### config.mk
export PLATFORM = sky130hd
export DESIGN_NAME = receiver_config_registers
export DESIGN_NICKNAME = d
export VERILOG_FILES = /design/src/common/rx_config_pkg.sv /design/src/verilog/receiver_config_registers.sv
export SDC_FILE = /design/constraint.sdc
export NUM_CORES = 1
export LEC_CHECK = 0
export BUFFER_PORTS_ARGS = -buffer_cell sky130_fd_sc_hd__buf_2
export CAP_MARGIN = 40
export CORE_AREA = 2 2 127 80
export CTS_CLUSTER_SIZE = 20
export DETAILED_ROUTE_END_ITERATION = 10
export DIE_AREA = 0 0 129 82
export PLACE_DENSITY = 0.73
export SYNTH_ARGS = -nofsm -noshare
export SYNTH_HDL_FRONTEND = slang
export SYNTH_SLANG_ARGS = --single-unit
### constraint.sdc
create_clock -name sys_clk -period 3.1 [get_ports sys_clk]
set_clock_uncertainty 0.1 [all_clocks]
set_input_delay 0 -clock sys_clk [delete_from_list [all_inputs] [get_ports sys_clk]]
set_output_delay 0 -clock sys_clk [all_outputs]
set_load 0.02 [all_outputs]
### src/common/rx_config_pkg.sv
// Purpose: constants for the receiver configuration register bank
// Assumes: word-indexed register slots, byte address is four times the index
// Notes:   field positions and reset values shared by design and bench
package rx_config_pkg;

    // ----------------------------------------
    // register slots
    // ----------------------------------------
    localparam logic [7:0] IDX_SOURCE_GUARD = 8'h17;
    localparam logic [7:0] IDX_THRESHOLDS   = 8'h18;
    localparam logic [7:0] IDX_DEMOD        = 8'h19;
    localparam logic [7:0] IDX_RSVD_A       = 8'h1a;
    localparam logic [7:0] IDX_RSVD_B       = 8'h1b;
    localparam int         ADDR_LSB         = 2;
    localparam int         ADDR_WIDTH       = 10;

    // ----------------------------------------
    // reset values
    // ----------------------------------------
    localparam logic [7:0] RST_SOURCE_GUARD = 8'h84;
    localparam logic [7:0] RST_THRESHOLDS   = 8'h84;
    localparam logic [7:0] RST_DEMOD        = 8'h4d;
    localparam logic [7:0] RST_RSVD         = 8'h00;

    // ----------------------------------------
    // field layout
    // ----------------------------------------
    localparam int SRC_SEL_LSB   = 6;
    localparam int GUARD_LSB     = 0;
    localparam int GUARD_WIDTH   = 6;
    localparam int MIN_LEVEL_LSB = 4;
    localparam int COLL_LSB      = 0;
    localparam int CHAN_MODE_LSB = 6;
    localparam int FIXED_CH_BIT  = 5;
    localparam int EVEN_PRE_BIT  = 4;
    localparam int TAU_RCV_LSB   = 2;
    localparam int TAU_BURST_LSB = 0;
    // writable bits; the threshold register has bit 3 reserved
    localparam logic [7:0] MASK_THRESHOLDS = 8'hf7;

    // ----------------------------------------
    // encodings
    // ----------------------------------------
    localparam logic [1:0] SRC_LOW        = 2'h0;
    localparam logic [1:0] SRC_MANCHESTER = 2'h1;
    localparam logic [1:0] SRC_ANALOG     = 2'h2;
    localparam logic [1:0] SRC_NRZ        = 2'h3;
    localparam logic [1:0] CHAN_STRONGER  = 2'h0;
    localparam logic [1:0] CHAN_FROZEN    = 2'h1;

    typedef enum logic [1:0] {
        GUARD_IDLE,
        GUARD_WAIT,
        GUARD_OPEN
    } guard_state_t;

endpackage : rx_config_pkg

### src/verilog/receiver_config_registers.sv
// Purpose: receiver configuration registers with source, guard and channel logic
// Assumes: one clock sys_clk at 40 MHz; bit clock and carrier ticks are enables
// Notes:   APB slave, no wait states on any access; pready is high in the first access cycle
`timescale 1ns/1ps
module receiver_config_registers
    import rx_config_pkg::*;
#(
    parameter int PRESCALER_WIDTH = 12,
    parameter bit LATER_VERSION   = 1'b1
) (
    // clock and reset
    input  wire logic                       sys_clk,
    input  wire logic                       reset_n,
    // apb slave
    input  wire logic                       psel,
    input  wire logic                       penable,
    input  wire logic                       pwrite,
    input  wire logic [ADDR_WIDTH-1:0]      paddr,
    input  wire logic [31:0]                pwdata,
    output logic                            pready,
    output logic [31:0]                     prdata,
    output logic                            pslverr,
    // receive path
    input  wire logic                       externalModulationInput,
    input  wire logic                       analogDemodSignal,
    input  wire logic                       bitClockTick,
    input  wire logic                       transmitDone,
    input  wire logic                       plainReceiveStart,
    input  wire logic                       rfFieldOn,
    output logic                            receiverEnable,
    output logic                            receiveData,
    // channel choice
    input  wire logic                       qStronger,
    output logic                            useQChannel,
    // timer prescaler
    input  wire logic                       carrierTick,
    input  wire logic [PRESCALER_WIDTH-1:0] timerPrescalerValue,
    output logic                            timerTick,
    // static analog settings
    output logic [3:0]                      minimumSignalLevel,
    output logic [2:0]                      collisionThreshold,
    output logic [1:0]                      receptionPllTimeConstant,
    output logic [1:0]                      burstPllTimeConstant
);

    // ----------------------------------------
    // parameter check
    // ----------------------------------------
    if (PRESCALER_WIDTH < 1 || PRESCALER_WIDTH > 24) begin : gen_bad_width
        $error("PRESCALER_WIDTH must be 1 to 24");
    end

    localparam int DIV_WIDTH = PRESCALER_WIDTH + 2;

    // ----------------------------------------
    // state
    // ----------------------------------------
    typedef struct packed {
        logic [7:0]           sourceGuard;
        logic [7:0]           thresholds;
        logic [7:0]           demod;
        logic                 ready;
        logic [31:0]          rdata;
        logic                 slvErr;
        logic                 extMod1;
        logic                 extMod2;
        logic                 analog1;
        logic                 analog2;
        logic                 field1;
        logic                 field2;
        logic                 fieldSeen;
        guard_state_t         guard;
        logic [5:0]           guardCount;
        logic                 rxData;
        logic                 frozenQ;
        logic                 useQ;
        logic                 rxOpen;
        logic [DIV_WIDTH-1:0] preCount;
        logic                 tick;
    } state_t;

    localparam state_t RESET_STATE = '{
        sourceGuard: RST_SOURCE_GUARD,
        thresholds:  RST_THRESHOLDS,
        demod:       RST_DEMOD,
        guard:       GUARD_IDLE,
        default:     '0
    };

    state_t state;
    state_t next_state;

    // ----------------------------------------
    // register decode
    // ----------------------------------------
    logic [7:0] wordIndex;
    logic       mapped;
    logic [7:0] readByte;
    logic       setupPhase;
    logic       writeHit;

    assign wordIndex  = 8'(paddr[ADDR_WIDTH-1:ADDR_LSB]);
    assign setupPhase = psel && !penable;
    assign writeHit   = psel && penable && state.ready && pwrite && !state.slvErr;

    always_comb begin
        mapped   = 1'b1;
        readByte = 8'h00;
        case (wordIndex)
            IDX_SOURCE_GUARD: readByte = state.sourceGuard;
            IDX_THRESHOLDS:   readByte = state.thresholds & MASK_THRESHOLDS;
            IDX_DEMOD:        readByte = state.demod;
            IDX_RSVD_A:       readByte = RST_RSVD;
            IDX_RSVD_B:       readByte = RST_RSVD;
            default:          mapped   = 1'b0;
        endcase
    end

    // ----------------------------------------
    // field views
    // ----------------------------------------
    logic [1:0] sourceSelect;
    logic [5:0] guardDelay;
    logic [1:0] channelMode;
    logic       fixedChannel;
    logic       evenPrescaler;

    assign sourceSelect  = state.sourceGuard[SRC_SEL_LSB +: 2];
    assign guardDelay    = state.sourceGuard[GUARD_LSB +: GUARD_WIDTH];
    assign channelMode   = state.demod[CHAN_MODE_LSB +: 2];
    assign fixedChannel  = state.demod[FIXED_CH_BIT];
    assign evenPrescaler = state.demod[EVEN_PRE_BIT];

    // ----------------------------------------
    // prescaler divisor
    // ----------------------------------------
    // only the later version honours the even option
    logic [DIV_WIDTH-1:0] divisor;
    logic                 evenActive;

    assign evenActive = LATER_VERSION && evenPrescaler;
    always_comb begin
        divisor = {1'b0, timerPrescalerValue, 1'b1};
        if (evenActive) begin
            divisor = DIV_WIDTH'({1'b0, timerPrescalerValue, 1'b0} + 2);
        end
    end

    // ----------------------------------------
    // next state
    // ----------------------------------------
    logic fieldRise;
    logic sourceBit;

    assign fieldRise = state.field2 && !state.fieldSeen;

    always_comb begin
        next_state = state;

        // synchronisers for pin-side inputs
        next_state.extMod1   = externalModulationInput;
        next_state.extMod2   = state.extMod1;
        next_state.analog1   = analogDemodSignal;
        next_state.analog2   = state.analog1;
        next_state.field1    = rfFieldOn;
        next_state.field2    = state.field1;
        next_state.fieldSeen = state.field2;

        // apb: answer in the cycle after setup
        next_state.ready  = setupPhase;
        next_state.slvErr = setupPhase && !mapped;
        if (setupPhase) begin
            next_state.rdata = (mapped && !pwrite) ? {24'h0, readByte} : 32'h0;
        end
        if (writeHit) begin
            case (wordIndex)
                IDX_SOURCE_GUARD: next_state.sourceGuard = pwdata[7:0];
                IDX_THRESHOLDS:   next_state.thresholds  = pwdata[7:0] & MASK_THRESHOLDS;
                IDX_DEMOD:        next_state.demod       = pwdata[7:0];
                default:          next_state.rdata       = state.rdata;
            endcase
        end

        // receive source mux
        case (sourceSelect)
            SRC_LOW:        sourceBit = 1'b0;
            SRC_MANCHESTER: sourceBit = state.extMod2;
            SRC_ANALOG:     sourceBit = state.analog2;
            SRC_NRZ:        sourceBit = state.extMod2;
            default:        sourceBit = 1'b0;
        endcase

        // guard time: counts bit clocks, input ignored meanwhile
        case (state.guard)
            GUARD_IDLE: begin
                next_state.guardCount = guardDelay;
            end
            GUARD_WAIT: begin
                if (state.guardCount == 6'h00) begin
                    next_state.guard = GUARD_OPEN;
                end else if (bitClockTick) begin
                    next_state.guardCount = state.guardCount - 6'h01;
                end
            end
            GUARD_OPEN: begin
                next_state.guardCount = state.guardCount;
            end
            default: begin
                next_state.guard = GUARD_IDLE;
            end
        endcase
        if (transmitDone || fieldRise) begin
            next_state.guard      = GUARD_WAIT;
            next_state.guardCount = guardDelay;
        end
        if (plainReceiveStart) begin
            next_state.guard = GUARD_OPEN;
        end
        next_state.rxData = (state.guard == GUARD_OPEN) ? sourceBit : 1'b0;
        // enable output kept as its own flop, same timing as the guard state
        next_state.rxOpen = (next_state.guard == GUARD_OPEN);

        // i/q channel choice; frozen choice taken when reception opens
        if (state.guard != GUARD_OPEN) begin
            next_state.frozenQ = qStronger;
        end
        if (fixedChannel) begin
            next_state.useQ = channelMode[0];
        end else if (channelMode == CHAN_FROZEN) begin
            next_state.useQ = state.frozenQ;
        end else begin
            // reserved modes fall back to stronger channel
            next_state.useQ = qStronger;
        end

        // timer prescaler on carrier ticks
        next_state.tick = 1'b0;
        if (carrierTick) begin
            if (state.preCount >= divisor - DIV_WIDTH'(1)) begin
                next_state.preCount = '0;
                next_state.tick     = 1'b1;
            end else begin
                next_state.preCount = state.preCount + DIV_WIDTH'(1);
            end
        end
    end

    // ----------------------------------------
    // registers
    // ----------------------------------------
    always_ff @(posedge sys_clk) begin
        if (!reset_n) begin
            state <= RESET_STATE;
        end else begin
            state <= next_state;
        end
    end

    // ----------------------------------------
    // outputs
    // ----------------------------------------
    assign pready                   = state.ready;
    assign prdata                   = state.rdata;
    assign pslverr                  = state.slvErr;
    assign receiverEnable           = state.rxOpen;
    assign receiveData              = state.rxData;
    assign useQChannel              = state.useQ;
    assign timerTick                = state.tick;
    assign minimumSignalLevel       = state.thresholds[MIN_LEVEL_LSB +: 4];
    assign collisionThreshold       = state.thresholds[COLL_LSB +: 3];
    assign receptionPllTimeConstant = state.demod[TAU_RCV_LSB +: 2];
    assign burstPllTimeConstant     = state.demod[TAU_BURST_LSB +: 2];

endmodule : receiver_config_registers

==> reports/metrics.cfg, run 1 <==
[yosys]
synth_top_family_by_area = simple AND/OR/NAND/NOR gates
synth_warnings = 0
yosys.area_share.xor_xnor = 0.06582
synthMuxAreaShare = 0.07249
synth_compound_area_frac = 0.1280
syn-instance-count = 495
yosys.area_share.simple = 0.2426
yosysSeqAreaShare = 0.3251
synth_edf_count = 0
ys_types = 61
netlist_area_sq_mm = 0.004125
synth-seq-cells = 67
ys_async_sr_fraction = 0
synth_fa_ha_area_frac = 0.05763
synth-main-ff-cell = dfxtp_1
syn_area_per_cell_sq_um = 8.334

[layout]
num-fill-cells = 861
utilization = 0.5472
syn2layout_area_growth_pct = 25.93
nNetsFinal = 670
layout-drive-gt1-share = 0.2428
antennaDiodeCount = 0

[clock_network]
clk_pin_slew_worst_paths_ns = 0.05
cts_num_sinks = 67
numCtsBuffers = 9
root_buffer = clkbuf_16
clockBufferDepth = 2
cts_max_level = 3
cts_tree = built
clkLatencyLatePin_ns = 0.33

[worst_hold_path]
hold_class = primary input to flop

[floorplan]
fp.dieH_um = 82
pin_count = 116
die-area_sq_mm = 0.01058
initial_utilization = 0.4345
num_rows = 28
core_sq_mm = 0.009494
fp.dieW_um = 129

[drt]
vias = 3734
routed_wl_mm = 10.37
drt_drc_violations_left = 0
drt_pass1_iterations = 5
wire_per_inst_um = 14.33
vias_per_cell = 5.157
drt-initial-drc-count = 248
ant_nets = 0

[timing]
min_period_ns = 3.247
setup_violations = 15
holdWs_ns = 0.01208
hold_viol_final = 0
rsz0062_at_grt = true
maxSlewViolCount = 0
setup_ws_ns = -0.1467
final.period_utilization = 1.047
clock.fmax_mhz = 308.0
worst_pin_slew_ns = 0.6350
max_slew_margin = 0.5728

[power]
p_leak_uw = 0.002233
p_total_uw = 2188
power_density_mw_per_mm2 = 421.1
ir_drop_v = 0.0002766

[grt]
grt_pass1_wl_mm = 16.56
grt_overflow = 0
grt_pass1_vias = 3408
grt_max_degree = 34
grt_usage = 0.2026
antenna_found_initial = 0

[setup_path]
cp_num_buf_inv = 1
cpMostUsedCell = a21o_1
slowest_delay_ns = 0.37
crit_chain = ha_4, nor2_4, and3_4, o211a_1, a21boi_4, mux2i_1, xnor2_1, ha_1, a21o_1, a21o_1, a21o_1, a221oi_4, buf_6, o21ai_4, nor2_1
arrival_ns = 3.41
crit_path_start_kind = flop
worst-setup-path-type = flop to flop
worstSetupEndpointType = flop
crit_required_ns = 3.26
critPathMaxFanout = 7
slowest_stage = dfxtp_4
cp_top_family = compound AO/OA/AOI/OAI gates

[run_status]
violations = negative setup slack
outcome = finished with violations

[placed_design]
place_ws_ns = -0.2271
gp_congestion = 0.9513
dp_hpwl_mm = 7.555
port_buffers = 65

[flow_run]
maxCapViolCount = 0

-- power by group --
part | internal (uW) | leakage (uW) | total, uW | switching, uW
logic | 99.8 | 0.00153 | 247 | 148
clock network | 685 | 0.000155 | 1050 | 368
registers | 874 | 0.000544 | 888 | 13.5
total | 1660 | 0.00223 | 2190 | 529
-- worst reg2reg max path, cell delays in order, from the launching register on --
cell,delay [ns]
dfxtp_4,0.37
ha_4,0.25
nor2_4,0.11
and3_4,0.19
o211a_1,0.17
a21boi_4,0.19
mux2i_1,0.24
xnor2_1,0.15
ha_1,0.28
a21o_1,0.16
a21o_1,0.15
a21o_1,0.18
a221oi_4,0.23
buf_6,0.15
o21ai_4,0.09
nor2_1,0.16
-- layout make-up --
| type | instances | area [sq um] | area share |
|---|---|---|---|
| Sequential cell | 67 | 1345 | 0.2589 |
| Tap cell | 135 | 168.9 | 0.03251 |
| Multi-Input combinational cell | 379 | 2556 | 0.4921 |
| Inverter | 12 | 45.04 | 0.008671 |
| Timing Repair Buffer | 115 | 765.7 | 0.1474 |
| Clock buffer | 12 | 266.5 | 0.05130 |
| Clock inverter | 4 | 47.55 | 0.009152 |
-- stage by stage --
| stage | instances | setup TNS (ns) | area [sq um] |
|---|---|---|---|
| after CTS | 724 | -0.5022 | 5160 |
| final | 724 | -1.549 | 5195 |
| after floorplan | 518 | 0 | 4275 |
| after global placement | 680 | -0.8929 | 4534 |
| after global routing | 724 | -3.779 | 5195 |
| after detailed placement | 680 | -2.484 | 4534 |
-- state kept, by name, indices dropped and copies added, names as in the netlist, 3 cells and up --
| signal | count |
|---|---|
| collisionThreshold | 3 |
| guardDelay | 6 |
| minimumSignalLevel | 4 |
| next_state | 4 |
| prdata | 8 |
| state | 26 |
-- what timing repair did --
item                                    4_1_cts  5_1_grt
setup buffers                                 4        0
gates cloned                                  1        0
hold endpoints to repair                     38        0
pin swaps                                    12       14
endpoints found under the setup margin       15       15
hold buffers                                 23        0
gates resized for setup                       8        9
-- metal layers --
layer	up-vias	track usage	share of wire	wire, um
li1	1849	-	-	-
met1	1725	0.2787	0.47	4896
met2	141	0.2984	0.43	4409
met3	19	0.06645	0.089	920
met4	0	0.06739	0.014	146
met5	-	0	0	0
-- kinds of logic after synthesis --
| kind of cell | after synthesis |
|---|---|
| other cells | 1 |
| mux | 29 |
| flops | 67 |
| fa+ha+maj | 19 |
| xor+xnor | 31 |
| buf+inv | 73 |
| simple gates | 192 |
| compound gates | 83 |
-- placed cells by master (no fill, tap or decap), drive strengths merged, types with 3 or more instances in the layout --
master	netlist	layout
a21o	6	6
a21oi	32	32
a22oi	7	7
a31oi	4	4
and2	10	10
and3	4	4
and4	4	4
buf	50	92
clkbuf	11	12
clkinv	1	3
conb	1	24
dfxtp	67	67
dlygate4sd3	0	23
ha	19	19
inv	11	11
mux2	7	7
mux2i	22	22
nand2	36	36
nand2b	8	8
nand3	28	28
nand4	11	11
nor2	60	60
nor2b	6	6
nor3	10	10
o21ai	14	15
or3	3	3
xnor2	15	15
xor2	16	16
-- path summary, 6_finish.rpt --
check                                               start                   endpoint  slack, ns  cells after the start
worst min-delay path                             paddr[7]         pslverr$_SDFF_PN0_       0.01                      4
worst max register to register    evenActive$_SDFFE_PN0P_     state[14]$_SDFFE_PN0P_      -0.15                     15
worst max-delay path              evenActive$_SDFFE_PN0P_     state[14]$_SDFFE_PN0P_      -0.15                     15
worst min register to register  next_state[28]$_SDFF_PN0_  next_state[27]$_SDFF_PN0_       0.34                      1
-- synthesized netlist by cell type (7+ instances only) --
cell type	n	area, sq um
mux2_2	7	78.83
a21oi_1	32	160.2
xnor2_1	15	131.4
nor2_1	58	217.7
nand2b_1	8	50.05
and2_1	9	56.30
inv_1	11	41.29
xor2_1	16	140.1
ha_1	19	237.7
nand4_1	11	68.82
a22oi_1	7	52.55
buf_4	43	322.8
o21ai_0	13	65.06
clkbuf_1	11	41.29
mux2i_1	22	220.2
dfxtp_1	67	1341
nor3_1	9	45.04
nand3_1	27	135.1
nand2_1	35	131.4
Power figures use the tool's default switching activity.
==> run 2: changes to the inputs <==
Settings changed: PLACE_DENSITY 0.73 to not set, PLACE_DENSITY_LB_ADDON set to 0.2.
==> run 2 against run 1 <==
The run still ends with negative setup slack left. Critical path type unchanged. Highest routed layer unchanged. Sequential power barely moved. Largest power group unchanged. Worst hold slack better by 0.020 ns. Register-to-register slack worse by 0.03 ns. Setup slack worse by 0.034 ns. Via count decreased by 0.54%.
==> reports/metrics.cfg, run 2 (same netlist as run 1, synthesis figures left out) <==
[drt]
drt-initial-drc-count = 277
drt_drc_violations_left = 0
vias = 3714
ant_nets = 0
wire_per_inst_um = 14.61
routed_wl_mm = 10.63
vias_per_cell = 5.102
drt_pass1_iterations = 4

[worst_hold_path]
hp-start = paddr[5]
hold_class = primary input to flop
min_to = pslverr$_SDFF_PN0_
min_path_cells = 4

[clock_network]
clockBufferDepth = 2
numCtsBuffers = 9
cts_max_level = 3
cts_num_sinks = 67
clk_pin_slew_worst_paths_ns = 0.06
root_buffer = clkbuf_16
cts_tree = built
clkLatencyLatePin_ns = 0.33

[setup_path]
r2r_slack_ns = -0.18
worstSetupEndpointType = flop
critPathMaxFanout = 8
r2r_end = state[14]$_SDFFE_PN0P_
crit_required_ns = 3.27
crit_path_start_kind = flop
reg2reg_depth = 15
worst-setup-path-type = flop to flop
arrival_ns = 3.45
reg2reg_from = evenActive$_SDFFE_PN0P_

[flow_run]
maxCapViolCount = 0

[floorplan]
fp.dieH_um = 82
core_sq_mm = 0.009494
fp.dieW_um = 129
pin_count = 116
die-area_sq_mm = 0.01058
num_rows = 28
initial_utilization = 0.4345

[timing]
worst_pin_slew_ns = 0.6771
clock.fmax_mhz = 304.8
min_period_ns = 3.281
final.period_utilization = 1.058
max_slew_margin = 0.5478
holdWs_ns = 0.03166
hold_viol_final = 0
setup_violations = 15
maxSlewViolCount = 0
tns_ns = -2.260
setup_ws_ns = -0.1808
rsz0062_at_grt = true

[run_status]
outcome = finished with violations
violations = negative setup slack

[layout]
utilization = 0.5497
layout-drive-gt1-share = 0.2428
final_common_cell = dfxtp_1
top_register = state
nNetsFinal = 674
antennaDiodeCount = 0
mostFrequentLayoutCells = dfxtp_1 (66), buf_2 (65), nor2_1 (56), nand2_1 (35), buf_4 (31)
syn2layout_area_growth_pct = 26.51
largest_reg_flops = 26

[grt]
grt_pass1_vias = 3317
grt_usage = 0.2071
grt_pass1_wl_mm = 16.75
antenna_found_initial = 0
grt_max_degree = 31
grt_overflow = 0

[placed_design]
gp_congestion = 0.8499
place_ws_ns = -0.2270
port_buffers = 65
dp_hpwl_mm = 7.747

[power]
power_density_mw_per_mm2 = 433.2
p_leak_uw = 0.002260
ir_drop_v = 0.0002400

-- run 2: worst max path at each step --
| stage | startpoint | endpoint | slack (ns) | cells past startpoint |
|---|---|---|---|---|
| 2_1_floorplan | evenActive$_SDFFE_PN0P_ | state[2]$_SDFFE_PN0P_ | 0.007 | 15 |
| 4_1_cts | evenActive$_SDFFE_PN0P_ | state[12]$_SDFFE_PN0P_ | -0.11 | 15 |
| 5_1_grt | evenActive$_SDFFE_PN0P_ | state[12]$_SDFFE_PN0P_ | -0.34 | 15 |
| 6_report | evenActive$_SDFFE_PN0P_ | state[14]$_SDFFE_PN0P_ | -0.18 | 15 |
| 3_5_place_dp | evenActive$_SDFFE_PN0P_ | state[12]$_SDFFE_PN0P_ | -0.23 | 14 |
| 3_3_place_gp | evenActive$_SDFFE_PN0P_ | state[12]$_SDFFE_PN0P_ | -0.09 | 14 |
-- run 2: timing repair --
| action | CTS | global route |
|---|---|---|
| setup buffers | 3 | 1 |
| endpoints found under the hold margin | 37 | 0 |
| gates resized for setup | 5 | 5 |
| hold buffers | 23 | 0 |
| cloned | 1 | 0 |
| pin swaps | 15 | 6 |
| setup endpoints to repair | 15 | 15 |
-- run 2: final cells by class --
cell class	count	area (sq um)
inverters	12	45.04
clock inverters	4	72.57
fillers	867	4275
multi-input cells	379	2542
clock buffers	12	256.5
well taps	135	168.9
repair buffers	119	788.3
flip-flops and latches	67	1345
-- run 2: metal layers --
layer,wire [um],track usage,share of wire
met5,0,0,0
met4,108,0.04348,0.010
met3,727,0.07231,0.068
met2,4407,0.3026,0.41
met1,5391,0.2930,0.51
-- run 2: power breakdown --
group          switching (uW)  total (uW)  internal [uW]
combinational             152         256            104
clock                     371        1120            746
sequential               13.0         887            874
-- run 2: worst max-delay path, stage by stage, from the launching register on --
cell      delay, ns
dfxtp_4        0.39
ha_4           0.22
nor2_4         0.08
and3_4         0.19
o211a_1        0.19
a21boi_4       0.21
mux2i_1        0.28
xnor2_1        0.17
ha_1           0.27
a21o_1         0.17
a21o_1         0.17
a21o_1         0.17
a221oi_4       0.22
buf_4          0.17
o21ai_4        0.09
nor2_1         0.14
-- run 2: per-stage QoR --
stage | cell area, sq um | cells | power, uW
3_3_place_gp | 4564 | 684 | 1122
5_1_grt | 5219 | 728 | 2347
4_1_cts | 5189 | 727 | 2271
6_report | 5219 | 728 | 2261
3_5_place_dp | 4564 | 684 | 1129
2_1_floorplan | 4275 | 518 | 1070
